===== src/common/t8wg_cfg.svh =====
`ifndef T8WG_CFG_SVH
`define T8WG_CFG_SVH

// Register byte offsets on the APB slave.
`define T8WG_OFF_CTRL 12'h000
`define T8WG_OFF_CMP 12'h004
`define T8WG_OFF_CNT 12'h008
`define T8WG_OFF_FLAG 12'h00C
`define T8WG_OFF_PIN 12'h010

// Control register fields.
`define T8WG_CTRL_WGM_LSB 0
`define T8WG_CTRL_WGM_MSB 1
`define T8WG_CTRL_COM_LSB 2
`define T8WG_CTRL_COM_MSB 3
`define T8WG_CTRL_FORCE_BIT 7

// Flag register fields, write one to clear.
`define T8WG_FLAG_OVF_BIT 0
`define T8WG_FLAG_CMP_BIT 1

// Pin register fields.
`define T8WG_PIN_DATA_BIT 0
`define T8WG_PIN_DIR_BIT 1
`define T8WG_PIN_IN_BIT 2

// Count extremes and reset values.
`define T8WG_CNT_MAX 8'hFF
`define T8WG_CNT_BOTTOM 8'h00
`define T8WG_RST_BYTE 8'h00
`define T8WG_RST_WORD 32'h0000_0000
`define T8WG_CNT_STEP 8'h01

// Compare output mode encodings.
`define T8WG_COM_OFF 2'h0
`define T8WG_COM_TOGGLE 2'h1
`define T8WG_COM_CLEAR 2'h2
`define T8WG_COM_SET 2'h3

`endif


===== src/common/t8wg_pkg.sv =====
package t8wg_pkg;

  // Encoding order follows the waveform mode field values 0 to 3.
  typedef enum logic [1:0] {
    T8WG_NORMAL,
    T8WG_PHASE,
    T8WG_CLEAR_CMP,
    T8WG_FAST
  } t8wg_wave_t;

  typedef struct packed {
    logic [7:0] cnt;
    logic [7:0] ocr;
    logic [7:0] ocr_buf;
    t8wg_wave_t wgm;
    logic [1:0] com;
    logic oc;
    logic ovf;
    logic cmpf;
    logic blk;
    logic port_data;
    logic dir;
    logic [31:0] rdata;
    logic slverr;
  } t8wg_state_t;

endpackage


===== src/t8wg_top.sv =====
`timescale 1ns/1ps
`include "t8wg_cfg.svh"
module t8wg_top (
  input wire logic REF_CLK, // 10 MHz I/O clock
  input wire logic SYS_RST, // synchronous reset, active high
  input wire logic PSEL, // APB select
  input wire logic PENABLE, // APB access phase
  input wire logic PWRITE, // APB direction, high for write
  input wire logic [11:0] PADDR, // APB byte address
  input wire logic [31:0] PWDATA, // APB write data
  input wire logic [3:0] PSTRB, // APB byte strobes
  output logic PREADY, // APB ready
  output logic [31:0] PRDATA, // APB read data
  output logic PSLVERR, // APB error on unmapped address
  input wire logic TIMER_CLK_EN, // one-cycle timer clock enable
  input wire logic OVF_ACK, // overflow interrupt serviced
  input wire logic CMP_ACK, // compare interrupt serviced
  input wire logic PIN_I, // level seen on the port pin
  output logic PIN_O, // value driven on the port pin
  output logic PIN_OE, // pin driver enable, high drives
  output logic OC_STATE, // compare output state
  output logic OVF_FLAG, // overflow flag level
  output logic CMP_FLAG // compare flag level
);

  t8wg_pkg::t8wg_state_t s_r;
  t8wg_pkg::t8wg_state_t s_nxt;

  logic setup;
  logic wr;
  logic lane0;
  logic ctrl_wr;
  logic cmp_wr;
  logic cnt_wr;
  logic flag_wr;
  logic pin_wr;
  logic pwm;
  logic hit;
  logic at_max;
  logic force_now;
  t8wg_pkg::t8wg_wave_t new_wgm;
  logic [1:0] new_com;

  function automatic logic com_action(input logic [1:0] com,
                                      input logic cur);
    logic res;
    res = cur;
    case (com)
      `T8WG_COM_TOGGLE: res = ~cur;
      `T8WG_COM_CLEAR: res = 1'b0;
      `T8WG_COM_SET: res = 1'b1;
      default: res = cur;
    endcase
    return res;
  endfunction

  assign setup = PSEL & ~PENABLE;
  assign wr = PSEL & PENABLE & PWRITE;
  assign lane0 = PSTRB[0];
  assign ctrl_wr = wr & lane0 & (PADDR == `T8WG_OFF_CTRL);
  assign cmp_wr = wr & lane0 & (PADDR == `T8WG_OFF_CMP);
  assign cnt_wr = wr & lane0 & (PADDR == `T8WG_OFF_CNT);
  assign flag_wr = wr & lane0 & (PADDR == `T8WG_OFF_FLAG);
  assign pin_wr = wr & lane0 & (PADDR == `T8WG_OFF_PIN);
  assign new_wgm = t8wg_pkg::t8wg_wave_t'(
    PWDATA[`T8WG_CTRL_WGM_MSB:`T8WG_CTRL_WGM_LSB]);
  assign new_com = PWDATA[`T8WG_CTRL_COM_MSB:`T8WG_CTRL_COM_LSB];
  // Phase-correct counting is not built; that code only keeps buffering and blocks the force strobe.
  assign pwm = (s_r.wgm == t8wg_pkg::T8WG_FAST) |
               (s_r.wgm == t8wg_pkg::T8WG_PHASE);
  // A count write in this cycle blocks the match as well as the next tick.
  assign hit = (s_r.cnt == s_r.ocr) & ~s_r.blk & ~cnt_wr;
  assign at_max = (s_r.cnt == `T8WG_CNT_MAX);
  assign force_now = ctrl_wr & PWDATA[`T8WG_CTRL_FORCE_BIT] &
                     (new_wgm != t8wg_pkg::T8WG_FAST) &
                     (new_wgm != t8wg_pkg::T8WG_PHASE);

  always_comb begin
    s_nxt = s_r;

    // Clears come first so that a hardware set in the same cycle wins.
    if ((flag_wr & PWDATA[`T8WG_FLAG_OVF_BIT]) | OVF_ACK) begin
      s_nxt.ovf = 1'b0;
    end
    if ((flag_wr & PWDATA[`T8WG_FLAG_CMP_BIT]) | CMP_ACK) begin
      s_nxt.cmpf = 1'b0;
    end

    if (TIMER_CLK_EN) begin
      s_nxt.blk = 1'b0;
      if (hit) begin
        s_nxt.cmpf = 1'b1;
      end
      if (at_max) begin
        s_nxt.ovf = 1'b1;
      end
      if ((s_r.wgm == t8wg_pkg::T8WG_CLEAR_CMP) && hit) begin
        s_nxt.cnt = `T8WG_CNT_BOTTOM;
      end else begin
        // Eight-bit sum wraps max to bottom in every mode.
        s_nxt.cnt = s_r.cnt + `T8WG_CNT_STEP;
      end
      if (pwm && at_max) begin
        s_nxt.ocr = s_r.ocr_buf;
      end
      if (s_r.wgm == t8wg_pkg::T8WG_FAST) begin
        // Bottom action is applied after the match so it wins at max.
        if (hit) begin
          s_nxt.oc = com_action(s_r.com, s_r.oc);
        end
        if (at_max && s_r.com[1]) begin
          s_nxt.oc = ~s_r.com[0];
        end
      end else if (hit) begin
        s_nxt.oc = com_action(s_r.com, s_r.oc);
      end
    end

    if (ctrl_wr) begin
      s_nxt.wgm = new_wgm;
      s_nxt.com = new_com;
    end
    if (force_now) begin
      // Uses the output mode written together with the strobe.
      s_nxt.oc = com_action(new_com, s_nxt.oc);
    end
    if (cmp_wr) begin
      s_nxt.ocr_buf = PWDATA[7:0];
      if (!pwm) begin
        s_nxt.ocr = PWDATA[7:0];
      end
    end
    if (cnt_wr) begin
      s_nxt.cnt = PWDATA[7:0];
      s_nxt.blk = 1'b1;
    end
    if (pin_wr) begin
      s_nxt.port_data = PWDATA[`T8WG_PIN_DATA_BIT];
      s_nxt.dir = PWDATA[`T8WG_PIN_DIR_BIT];
    end

    // Read data is captured in the setup cycle so PRDATA is a register.
    if (setup) begin
      s_nxt.rdata = `T8WG_RST_WORD;
      s_nxt.slverr = 1'b0;
      case (PADDR)
        `T8WG_OFF_CTRL: begin
          s_nxt.rdata[`T8WG_CTRL_WGM_MSB:`T8WG_CTRL_WGM_LSB] = s_r.wgm;
          s_nxt.rdata[`T8WG_CTRL_COM_MSB:`T8WG_CTRL_COM_LSB] = s_r.com;
        end
        `T8WG_OFF_CMP: begin
          s_nxt.rdata[7:0] = s_r.ocr_buf;
        end
        `T8WG_OFF_CNT: begin
          s_nxt.rdata[7:0] = s_r.cnt;
        end
        `T8WG_OFF_FLAG: begin
          s_nxt.rdata[`T8WG_FLAG_OVF_BIT] = s_r.ovf;
          s_nxt.rdata[`T8WG_FLAG_CMP_BIT] = s_r.cmpf;
        end
        `T8WG_OFF_PIN: begin
          s_nxt.rdata[`T8WG_PIN_DATA_BIT] = s_r.port_data;
          s_nxt.rdata[`T8WG_PIN_DIR_BIT] = s_r.dir;
          s_nxt.rdata[`T8WG_PIN_IN_BIT] = PIN_I;
        end
        default: begin
          s_nxt.slverr = 1'b1;
        end
      endcase
    end
  end

  always_ff @(posedge REF_CLK) begin
    if (SYS_RST) begin
      s_r.cnt <= `T8WG_RST_BYTE;
      s_r.ocr <= `T8WG_RST_BYTE;
      s_r.ocr_buf <= `T8WG_RST_BYTE;
      s_r.wgm <= t8wg_pkg::T8WG_NORMAL;
      s_r.com <= `T8WG_COM_OFF;
      s_r.oc <= 1'b0;
      s_r.ovf <= 1'b0;
      s_r.cmpf <= 1'b0;
      s_r.blk <= 1'b0;
      s_r.port_data <= 1'b0;
      s_r.dir <= 1'b0;
      s_r.rdata <= `T8WG_RST_WORD;
      s_r.slverr <= 1'b0;
    end else begin
      s_r <= s_nxt;
    end
  end

  assign PREADY = PSEL & PENABLE;
  assign PRDATA = s_r.rdata;
  assign PSLVERR = PSEL & PENABLE & s_r.slverr;
  // Override follows the output mode alone, never the waveform mode.
  assign PIN_O = (s_r.com != `T8WG_COM_OFF) ? s_r.oc : s_r.port_data;
  assign PIN_OE = s_r.dir;
  assign OC_STATE = s_r.oc;
  assign OVF_FLAG = s_r.ovf;
  assign CMP_FLAG = s_r.cmpf;
endmodule


===== config.mk =====
export PLATFORM = sky130hd
export DESIGN_NAME = t8wg_top
export DESIGN_NICKNAME = d
export VERILOG_FILES = /design/src/common/t8wg_pkg.sv /design/src/t8wg_top.sv
export VERILOG_INCLUDE_DIRS = /design/src /design/src/common
export SDC_FILE = /design/constraint.sdc
export NUM_CORES = 1
export LEC_CHECK = 0
export BUFFER_PORTS_ARGS = -buffer_cell sky130_fd_sc_hd__buf_4
export CAP_MARGIN = 5
export CORE_ASPECT_RATIO = 0.7
export CORE_MARGIN = 1.5
export CORE_UTILIZATION = 27
export CTS_BUF_LIST = sky130_fd_sc_hd__clkbuf_4 sky130_fd_sc_hd__clkbuf_8 sky130_fd_sc_hd__clkbuf_16
export DETAILED_ROUTE_END_ITERATION = 8
export HOLD_SLACK_MARGIN = 0.1
export MAX_ROUTING_LAYER = met4
export PLACE_DENSITY = 0.56
export REMOVE_ABC_BUFFERS = 1
export SYNTH_ARGS = -nofsm -noshare
export SYNTH_HDL_FRONTEND = slang
export SYNTH_SLANG_ARGS = --single-unit

===== constraint.sdc =====
create_clock -name REF_CLK -period 4.8 [get_ports REF_CLK]
set_input_delay 0 -clock REF_CLK [delete_from_list [all_inputs] [get_ports REF_CLK]]
set_output_delay 0 -clock REF_CLK [all_outputs]
set_load 0.01 [all_outputs]

==> metrics, run 1 <==
Post-Syn Instances=318; Clk Latency, worst-skew pair=0.29 ns; CP Max Fanout=16; Layout Skew=0.00624 ns; I/O pins=96; gr usage total=0.144; Critical Path RT=4.95 ns; Layout fillers=1050; final setup TNS=0 ns; Top FF cell, synth=dfxtp_1; wire length per cell=14.3 um; final std cells w/o fill=486; #FFs+latches synth=43; PortBufs=44; Clock Root Buffer=clkbuf_16; vias in the first global route=2124; largest net degree at the start of global routing=45; Worst Setup End Kind=flip-flop; LEAKAGE=1.24 nW; total grt overflow=0; antenna-violating nets left=0; fin crit period=2.36 ns; Initial Util=0.276; CTS sink cnt=43; CTS tree=yes; asr flop ratio synth=0; RSZ-0062 raised after global routing=no; Worst Setup SP=PADDR[4]; die height=86.0 um; crit-path max cell delay=0.57 ns; Slew @ Worst Pin=0.925 ns; mapped cell area=2660 um^2; final hold viol count=0; crit path cell chain=dlygate4sd3_1 -> buf_4 -> nor3_2 -> nand3_4 -> nor4_4 -> nand2b_2 -> nor2_1 -> a211oi_2; drt total wl=6.95 mm; PwrDens=260 nW/um^2; Syn. warnings=0; antenna cells=0; drt pass-1 iters=4; area grow syn2layout=20.5%; outcome=finished, final reports clean; Setup-failing EPs final=0; Critical R2R Launch=s_r[59]; global-route wire length before repair=11.3 mm; hold path startpoint=PSEL; Remaining DRCs=0; antenna violations before repair=0; Post-CTS Setup Inserts=0; H-tree levels=2; EDFF count, synth=0; Reg area=861 um^2; fmax=425 MHz; 1st-iter DRT viols=183; VDD IR max=0.174 mV; Tcrit/Tclk final=0.491; Reg2Reg Setup Slack=2.62 ns; placed cell count=466; critical path class=in -> reg; total core area=9610 um^2; Reg clk slew, reported paths=0.06 ns; Max clock buf depth=2; worst path arrival time=2.51 ns; die area=10400 um^2; slowest stage cell, crit path=nor4_4; Final nets=415; via/cell ratio=4.80; hold crit path type=in -> reg; Syn Area/Cell=8.35 um^2; FP Rows=30; Pwr Total=0.830 mW; CTS Buf Count=5; via count=2333; Worst slew margin=0.382; Multi-input gate area=1550 um^2; max-slew violation count=0; register area share after synthesis=0.324; layout cells sized above 1=0.196; die span in x=122 um; Cell variety after synth=50; gpl congestion=0.795; post-detail-place hpwl=5.08 mm; Startpoint Class=primary input; max cap viols=0
state kept, by name (all words and copies together) (netlist names):
| register | count |
|---|---|
| CMP_FLAG | 1 |
| PIN_OE | 1 |
| OC_STATE | 1 |
| s_r | 31 |
| OVF_FLAG | 1 |
| PRDATA | 8 |
where the power goes:
part           internal, mW  leakage [nW]  switching [mW]
registers             0.362         0.348         0.00553
clock network         0.227        0.0806           0.139
logic                0.0420         0.810          0.0544
path summary, 6_finish.rpt:
kind                     to  cells past startpoint
setup / recovery    s_r[58]                      8
hold / removal    PRDATA[3]                      4
setup reg to reg    s_r[56]                      5
hold reg to reg   PRDATA[3]                      2
cells in the mapped netlist (2+ instances only):
| cell | n | area share |
|---|---|---|
| dfxtp_1 | 43 | 0.32 |
| nor2_1 | 36 | 0.051 |
| nand2_1 | 34 | 0.048 |
| buf_4 | 32 | 0.090 |
| a21oi_1 | 20 | 0.038 |
| mux2i_1 | 19 | 0.072 |
| xnor2_1 | 11 | 0.036 |
| clkbuf_1 | 10 | 0.014 |
| nor3_1 | 10 | 0.019 |
| a211oi_2 | 8 | 0.038 |
| and3_1 | 8 | 0.019 |
| nand3_1 | 7 | 0.013 |
| inv_1 | 6 | 0.0085 |
| nand2b_1 | 6 | 0.014 |
| o21ai_0 | 6 | 0.011 |
| a22o_1 | 4 | 0.013 |
| nand4_1 | 4 | 0.0094 |
| nor3_2 | 4 | 0.015 |
| a311oi_1 | 3 | 0.0099 |
| and2_1 | 3 | 0.0071 |
| o22ai_1 | 3 | 0.0071 |
| a211oi_1 | 2 | 0.0057 |
| a32oi_1 | 2 | 0.0066 |
| buf_1 | 2 | 0.0028 |
| buf_6 | 2 | 0.0085 |
| nand4b_1 | 2 | 0.0066 |
| nor2b_1 | 2 | 0.0047 |
| nor3b_1 | 2 | 0.0057 |
| nor4_4 | 2 | 0.016 |
| o21ai_1 | 2 | 0.0038 |
| o221ai_1 | 2 | 0.0066 |
| o31a_1 | 2 | 0.0066 |
| or3_1 | 2 | 0.0047 |
cells by family (layout without fill, tap and decap cells):
group,count (synthesis),count (layout),share of synthesized area
and+or+nand+nor,127,127,0.253
AOI/OAI and AO/OA,62,62,0.179
buffers and inverters,53,70,0.126
DFF,43,43,0.324
muxes,20,20,0.0759
xor gates and xnor gates,11,11,0.0363
adders and majority gates,1,1,0.00471
other,1,24,0.00141
final cells by class:
class | count | share of cell area
Multi-Input combinational cell | 245 | 0.483
Timing Repair Buffer | 56 | 0.141
Clock buffer | 8 | 0.0501
Sequential cell | 43 | 0.269
Inverter | 6 | 0.00704
Tap cell | 128 | 0.0501
timing repair:
item | 4_1_cts | 5_1_grt
hold buffers | 12 | 0
hold endpoints to repair | 34 | 0
setup endpoints to repair | 0 | 0
resized for setup | 0 | 0
metrics by stage:
| step | hold WS, ns | util | instance area, um^2 | setup WS, ns |
|---|---|---|---|---|
| after global placement | 0.272 | 0.304 | 2920 | 2.65 |
| final | 0.113 | 0.333 | 3200 | 2.44 |
| after global routing | 0.152 | 0.333 | 3200 | 2.25 |
| after CTS | 0.116 | 0.333 | 3200 | 2.51 |
| after detailed placement | 0.281 | 0.304 | 2920 | 2.63 |
| after floorplan | 0.0646 | - | 2430 | 3.04 |
routing by layer:
metal  GRT usage  up-vias  part of all wire
met3      0.0359        5             0.049
met2       0.193       50              0.41
met5           -        -                 0
met4      0.0385        0            0.0085
li1            -     1150                 -
met1       0.211     1128              0.53
cells in the final DEF (no fill, tap or decap), types with 3 or more instances in the layout:
cell type	n
a22o_1	4
and2_1	3
dlygate4sd3_1	12
nand2_1	34
inv_1	6
nand4_1	4
nand3_1	7
dfxtp_1	43
xnor2_1	11
conb_1	24
nor2_1	36
mux2i_1	19
buf_4	44
and3_1	8
o22ai_1	3
o21ai_0	6
a311oi_1	3
clkbuf_16	5
a21oi_1	20
nor3_2	4
nand2b_1	6
a211oi_2	8
nor3_1	10
critical path, delay by kind of cell:
| kind | cells | cell delay [ns] |
|---|---|---|
| AO/OA/AOI/OAI | 1 | 0.06 |
| buffers and inverters | 2 | 0.67 |
| AND/OR/NAND/NOR | 5 | 1.76 |
Note: power is estimated with default switching activity, not from simulation.
==> inputs of run 2 (changes only) <==
--- a/config.mk
+++ b/config.mk
@@ -15,7 +15,7 @@
 export DETAILED_ROUTE_END_ITERATION = 8
 export HOLD_SLACK_MARGIN = 0.1
 export MAX_ROUTING_LAYER = met4
-export PLACE_DENSITY = 0.56
+export PLACE_DENSITY = 0.57
 export REMOVE_ABC_BUFFERS = 1
 export SYNTH_ARGS = -nofsm -noshare
 export SYNTH_HDL_FRONTEND = slang
==> constraint.sdc (replaced) <==
create_clock -name REF_CLK -period 2 [get_ports REF_CLK]
set_input_delay 0 -clock REF_CLK [delete_from_list [all_inputs] [get_ports REF_CLK]]
set_output_delay 0 -clock REF_CLK [all_outputs]
set_load 0.01 [all_outputs]
==> run 2 against run 1 <==
- flip-flop and latch count unchanged
- power up 140%
- combinational power up 150%
- critical endpoint is now s_r[63]
- largest cell class unchanged
- largest power group is now clock
==> metrics, run 2 (synthesized netlist as in run 1, its figures left out) <==
antenna cells=0; Post-CTS Setup Inserts=0; max cap viols=0; outcome=finished, final reports clean; via/cell ratio=4.68; vias in the first global route=2256; hold crit path type=in -> reg; fmax=526 MHz; Worst slew margin=0.650; Tcrit/Tclk final=0.951; Final Worst Setup Slack=0.0982 ns; antenna-violating nets left=0; H-tree levels=2; Final nets=433; Setup-failing EPs final=0; Layout Skew=0.00299 ns; Clock Root Buffer=clkbuf_16; die height=86.0 um; drt total wl=7.24 mm; Pwr Total=2.00 mW; CP bufs+invs=0; gpl congestion=0.804; global-route wire length before repair=11.8 mm; die span in x=122 um; area grow syn2layout=25.7%; wire length per cell=14.4 um; Startpoint Class=flip-flop; total core area=9610 um^2; Layout fillers=1023; post-detail-place hpwl=5.42 mm; CTS tree=yes; via count=2360; final hold viol count=0; CP Max Fanout=4; fin crit period=1.90 ns; CTS Buf Count=5; slowest stage cell, crit path=or3_1; PwrDens=601 nW/um^2; FP Rows=30; Worst Setup End Kind=flip-flop; critical path class=reg -> reg; Design Area, Final=3340 um^2; gr usage total=0.151; Reg clk slew, reported paths=0.06 ns; largest net degree at the start of global routing=45; final core occ=0.347; post-place instance area=3050 um^2; VDD IR max=0.378 mV; Max clock buf depth=2; CTS sink cnt=43; pre-CTS setup slack=0.114 ns; layout cells sized above 1=0.239; Clk Latency, worst-skew pair=0.29 ns; final setup TNS=0 ns; max-slew violation count=0; worst path arrival time=2.08 ns; max reg flops=31; PortBufs=44; Critical Path RT=2.18 ns; Reg with most FFs=s_r; total grt overflow=0; antenna violations before repair=0; LEAKAGE=1.33 nW; commonest non-fill, non-tap cell in the layout=buf_4; delay-heaviest family, CP=simple AND/OR/NAND/NOR gates; crit path cell chain=xnor2_1 -> nand4_1 -> or3_1 -> o21ai_0 -> a21boi_0 -> o31a_1; die area=10400 um^2; RSZ-0062 raised after global routing=no; crit-path max cell delay=0.48 ns; Remaining DRCs=0; I/O pins=96; Initial Util=0.276; 1st-iter DRT viols=196; Slew @ Worst Pin=0.525 ns; drt pass-1 iters=4; commonest non-fill, non-tap cells in the layout=buf_4 (62), dfxtp_1 (41), nor2_1 (36), nand2_1 (34), conb_1 (24)
run 2: changes by cell type in the layout (fill, tap and decap cells not counted), sizes merged:
cell  change
buf      +18
run 2: area by class of cell:
cell class / instances / area [um^2] / area share
multi-input combinational: 245 / 1550 / 0.463
sequential: 43 / 863 / 0.259
timing repair buffer: 74 / 586 / 0.175
clock buffer: 8 / 160 / 0.0480
tap: 128 / 160 / 0.0480
inverter: 6 / 22.5 / 0.00675
run 2: final timing paths:
kind | from | end | slack, ns | cells after the start
setup / recovery | s_r[64] | s_r[63] | 0.1 | 6
hold / removal | TIMER_CLK_EN | CMP_FLAG | 0.12 | 3
setup reg to reg | s_r[64] | s_r[63] | 0.1 | 6
hold reg to reg | PRDATA[6] | PRDATA[6] | 0.45 | 2
run 2: power breakdown:
part           leakage, nW  internal (mW)  switching, mW
registers            0.348          0.869         0.0128
logic                0.902          0.106          0.134
clock network       0.0806          0.546          0.337
run 2: through the flow:
step / hold WS [ns] / cells
final: 0.115 / 504
after global routing: 0.168 / 504
after CTS: 0.105 / 504
after detailed placement: 0.281 / 484
after global placement: 0.277 / 484
after floorplan: 0.0646 / 294
run 2: worst register-to-register path, stage by stage (launching register included):
cell and delay (ns):
dfxtp_1 0.32, xnor2_1 0.20, nand4_1 0.21, or3_1 0.48, o21ai_0 0.21, a21boi_0 0.11, o31a_1 0.28
run 2: layer usage:
layer	wire length (um)	up-vias	track usage
met2	2970	67	0.209
li1	-	1182	-
met5	0	-	-
met3	442	5	0.0346
met1	3760	1106	0.217
met4	62	0	0.0406
run 2: what timing repair did:
action                     4_1_cts  5_1_grt
gates resized for setup          0        2
hold buffers                    12        0
setup endpoints to repair        0        1
hold endpoints to repair        34        0
==> inputs of run 3 (changes only) <==
--- a/config.mk
+++ b/config.mk
@@ -15,7 +15,8 @@
 export DETAILED_ROUTE_END_ITERATION = 8
 export HOLD_SLACK_MARGIN = 0.1
 export MAX_ROUTING_LAYER = met4
-export PLACE_DENSITY = 0.57
+export PLACE_DENSITY = 0.56
+export RECOVER_POWER = 100
 export REMOVE_ABC_BUFFERS = 1
 export SYNTH_ARGS = -nofsm -noshare
 export SYNTH_HDL_FRONTEND = slang
==> constraint.sdc (replaced) <==
create_clock -name REF_CLK -period 2.4 [get_ports REF_CLK]
set_input_delay 0 -clock REF_CLK [delete_from_list [all_inputs] [get_ports REF_CLK]]
set_output_delay 0 -clock REF_CLK [all_outputs]
set_load 0.01 [all_outputs]
==> run 3 against run 2 <==
- cell count down 1.8%
- final area down 3.9%
- clock power down 13%
- core utilization down 1.3 points
- combinational power down 20%
==> metrics, run 3 (synthesized netlist as in run 1, its figures left out) <==
wire length per cell=14.3 um; I/O pins=96; RSZ-0062 raised after global routing=no; PwrDens=528 nW/um^2; gr usage total=0.149; Reg area=861 um^2; Post-CTS Setup Inserts=0; vias in the first global route=2184; final hold viol count=0; PortBufs=44; Post-CTS Hold Buffers=15; CTS sink cnt=43; CTS Buf Count=5; Min Hold Slack=0.110 ns; placed cell count=473; Reg clk slew, reported paths=0.06 ns; Setup-failing EPs final=0; die area=10400 um^2; VDD IR max=0.305 mV; Slew @ Worst Pin=0.775 ns; hold path startpoint=PSEL; LEAKAGE=1.21 nW; gpl congestion=0.792; fmax=459 MHz; 1st-iter DRT viols=150; die span in x=122 um; commonest non-fill, non-tap cells in the layout=dfxtp_1 (43), nor2_1 (36), nand2_1 (34), buf_4 (34), conb_1 (24); layout cells sized above 1=0.153; H-tree levels=2; max cap viols=0; Layout Skew=0.00717 ns; Max clock buf depth=2; final std cells w/o fill=495; Remaining DRCs=0; antenna-violating nets left=0; via count=2327; Clock Root Buffer=clkbuf_16; Multi-input gate area=1530 um^2; die height=86.0 um; global-route wire length before repair=11.5 mm; largest net degree at the start of global routing=45; antenna violations before repair=0; antenna cells=0; outcome=finished, final reports clean; post-detail-place hpwl=5.25 mm; Reg with most FFs=s_r; FP Rows=30; Clk Latency, worst-skew pair=0.30 ns; drt pass-1 iters=4; Final Worst Setup Slack=0.220 ns; worst path arrival time=2.34 ns; Tcrit/Tclk final=0.908; Final nets=425; total grt overflow=0; Critical Path RT=2.56 ns; Worst Setup End Kind=flip-flop; CP Max Fanout=10; Initial Util=0.276; pre-CTS setup slack=0.335 ns; Critical R2R Launch=s_r[64]; fin crit period=2.18 ns; max reg flops=31; area grow syn2layout=20.8%; Layout fillers=1049; final setup TNS=0 ns; Startpoint Class=primary input; max-slew violation count=0; drt total wl=7.06 mm; total core area=9610 um^2; hold crit path type=in -> reg; Worst slew margin=0.483; critical path class=in -> reg; CTS tree=yes; commonest non-fill, non-tap cell in the layout=dfxtp_1; Worst Setup SP=PADDR[4]; Pwr Total=1.69 mW; via/cell ratio=4.70; post-cts sizing count=0
-- run 3: worst paths after layout --
path                     to  slack, ns  cells past startpoint
setup / recovery   OVF_FLAG       0.22                      9
hold / removal    PRDATA[3]       0.11                      4
setup reg to reg    s_r[64]       0.30                      6
hold reg to reg   PRDATA[3]       0.45                      2
-- run 3: stage by stage --
step | cell area [um^2] | utilization
after global routing | 3210 | 0.334
after detailed placement | 2970 | 0.309
after global placement | 2970 | 0.309
after floorplan | 2430 | -
final | 3210 | 0.334
after CTS | 3280 | 0.342
-- run 3: report_power, final --
part,leakage [nW],internal (mW),switching [mW],total (mW)
Clock,0.0803,0.497,0.272,0.769
Sequential,0.348,0.724,0.0112,0.735
Combinational,0.786,0.0815,0.109,0.191
-- run 3: critical path, stage by stage --
cell           delay (ns)
dlygate4sd3_1        0.54
clkbuf_1             0.12
nor3_2               0.31
nand3_4              0.18
nor3_1               0.39
nand2_1              0.10
nand3b_1             0.09
dlygate4sd3_1        0.55
a21oi_1              0.06
-- run 3: cell type report --
class                           instances  area share
Clock inverter                          1     0.00936
Clock buffer                            6      0.0413
Timing Repair Buffer                   66       0.146
Tap cell                              128      0.0499
Sequential cell                        43       0.268
Multi-Input combinational cell        245       0.478
Inverter                                6     0.00702
-- run 3: layer usage --
metal / GRT usage / part of all wire / vias up
met5: - / 0 / -
met4: 0.0578 / 0.015 / 0
met3: 0.0392 / 0.062 / 9
met2: 0.196 / 0.40 / 58
met1: 0.213 / 0.52 / 1095
li1: - / - / 1165
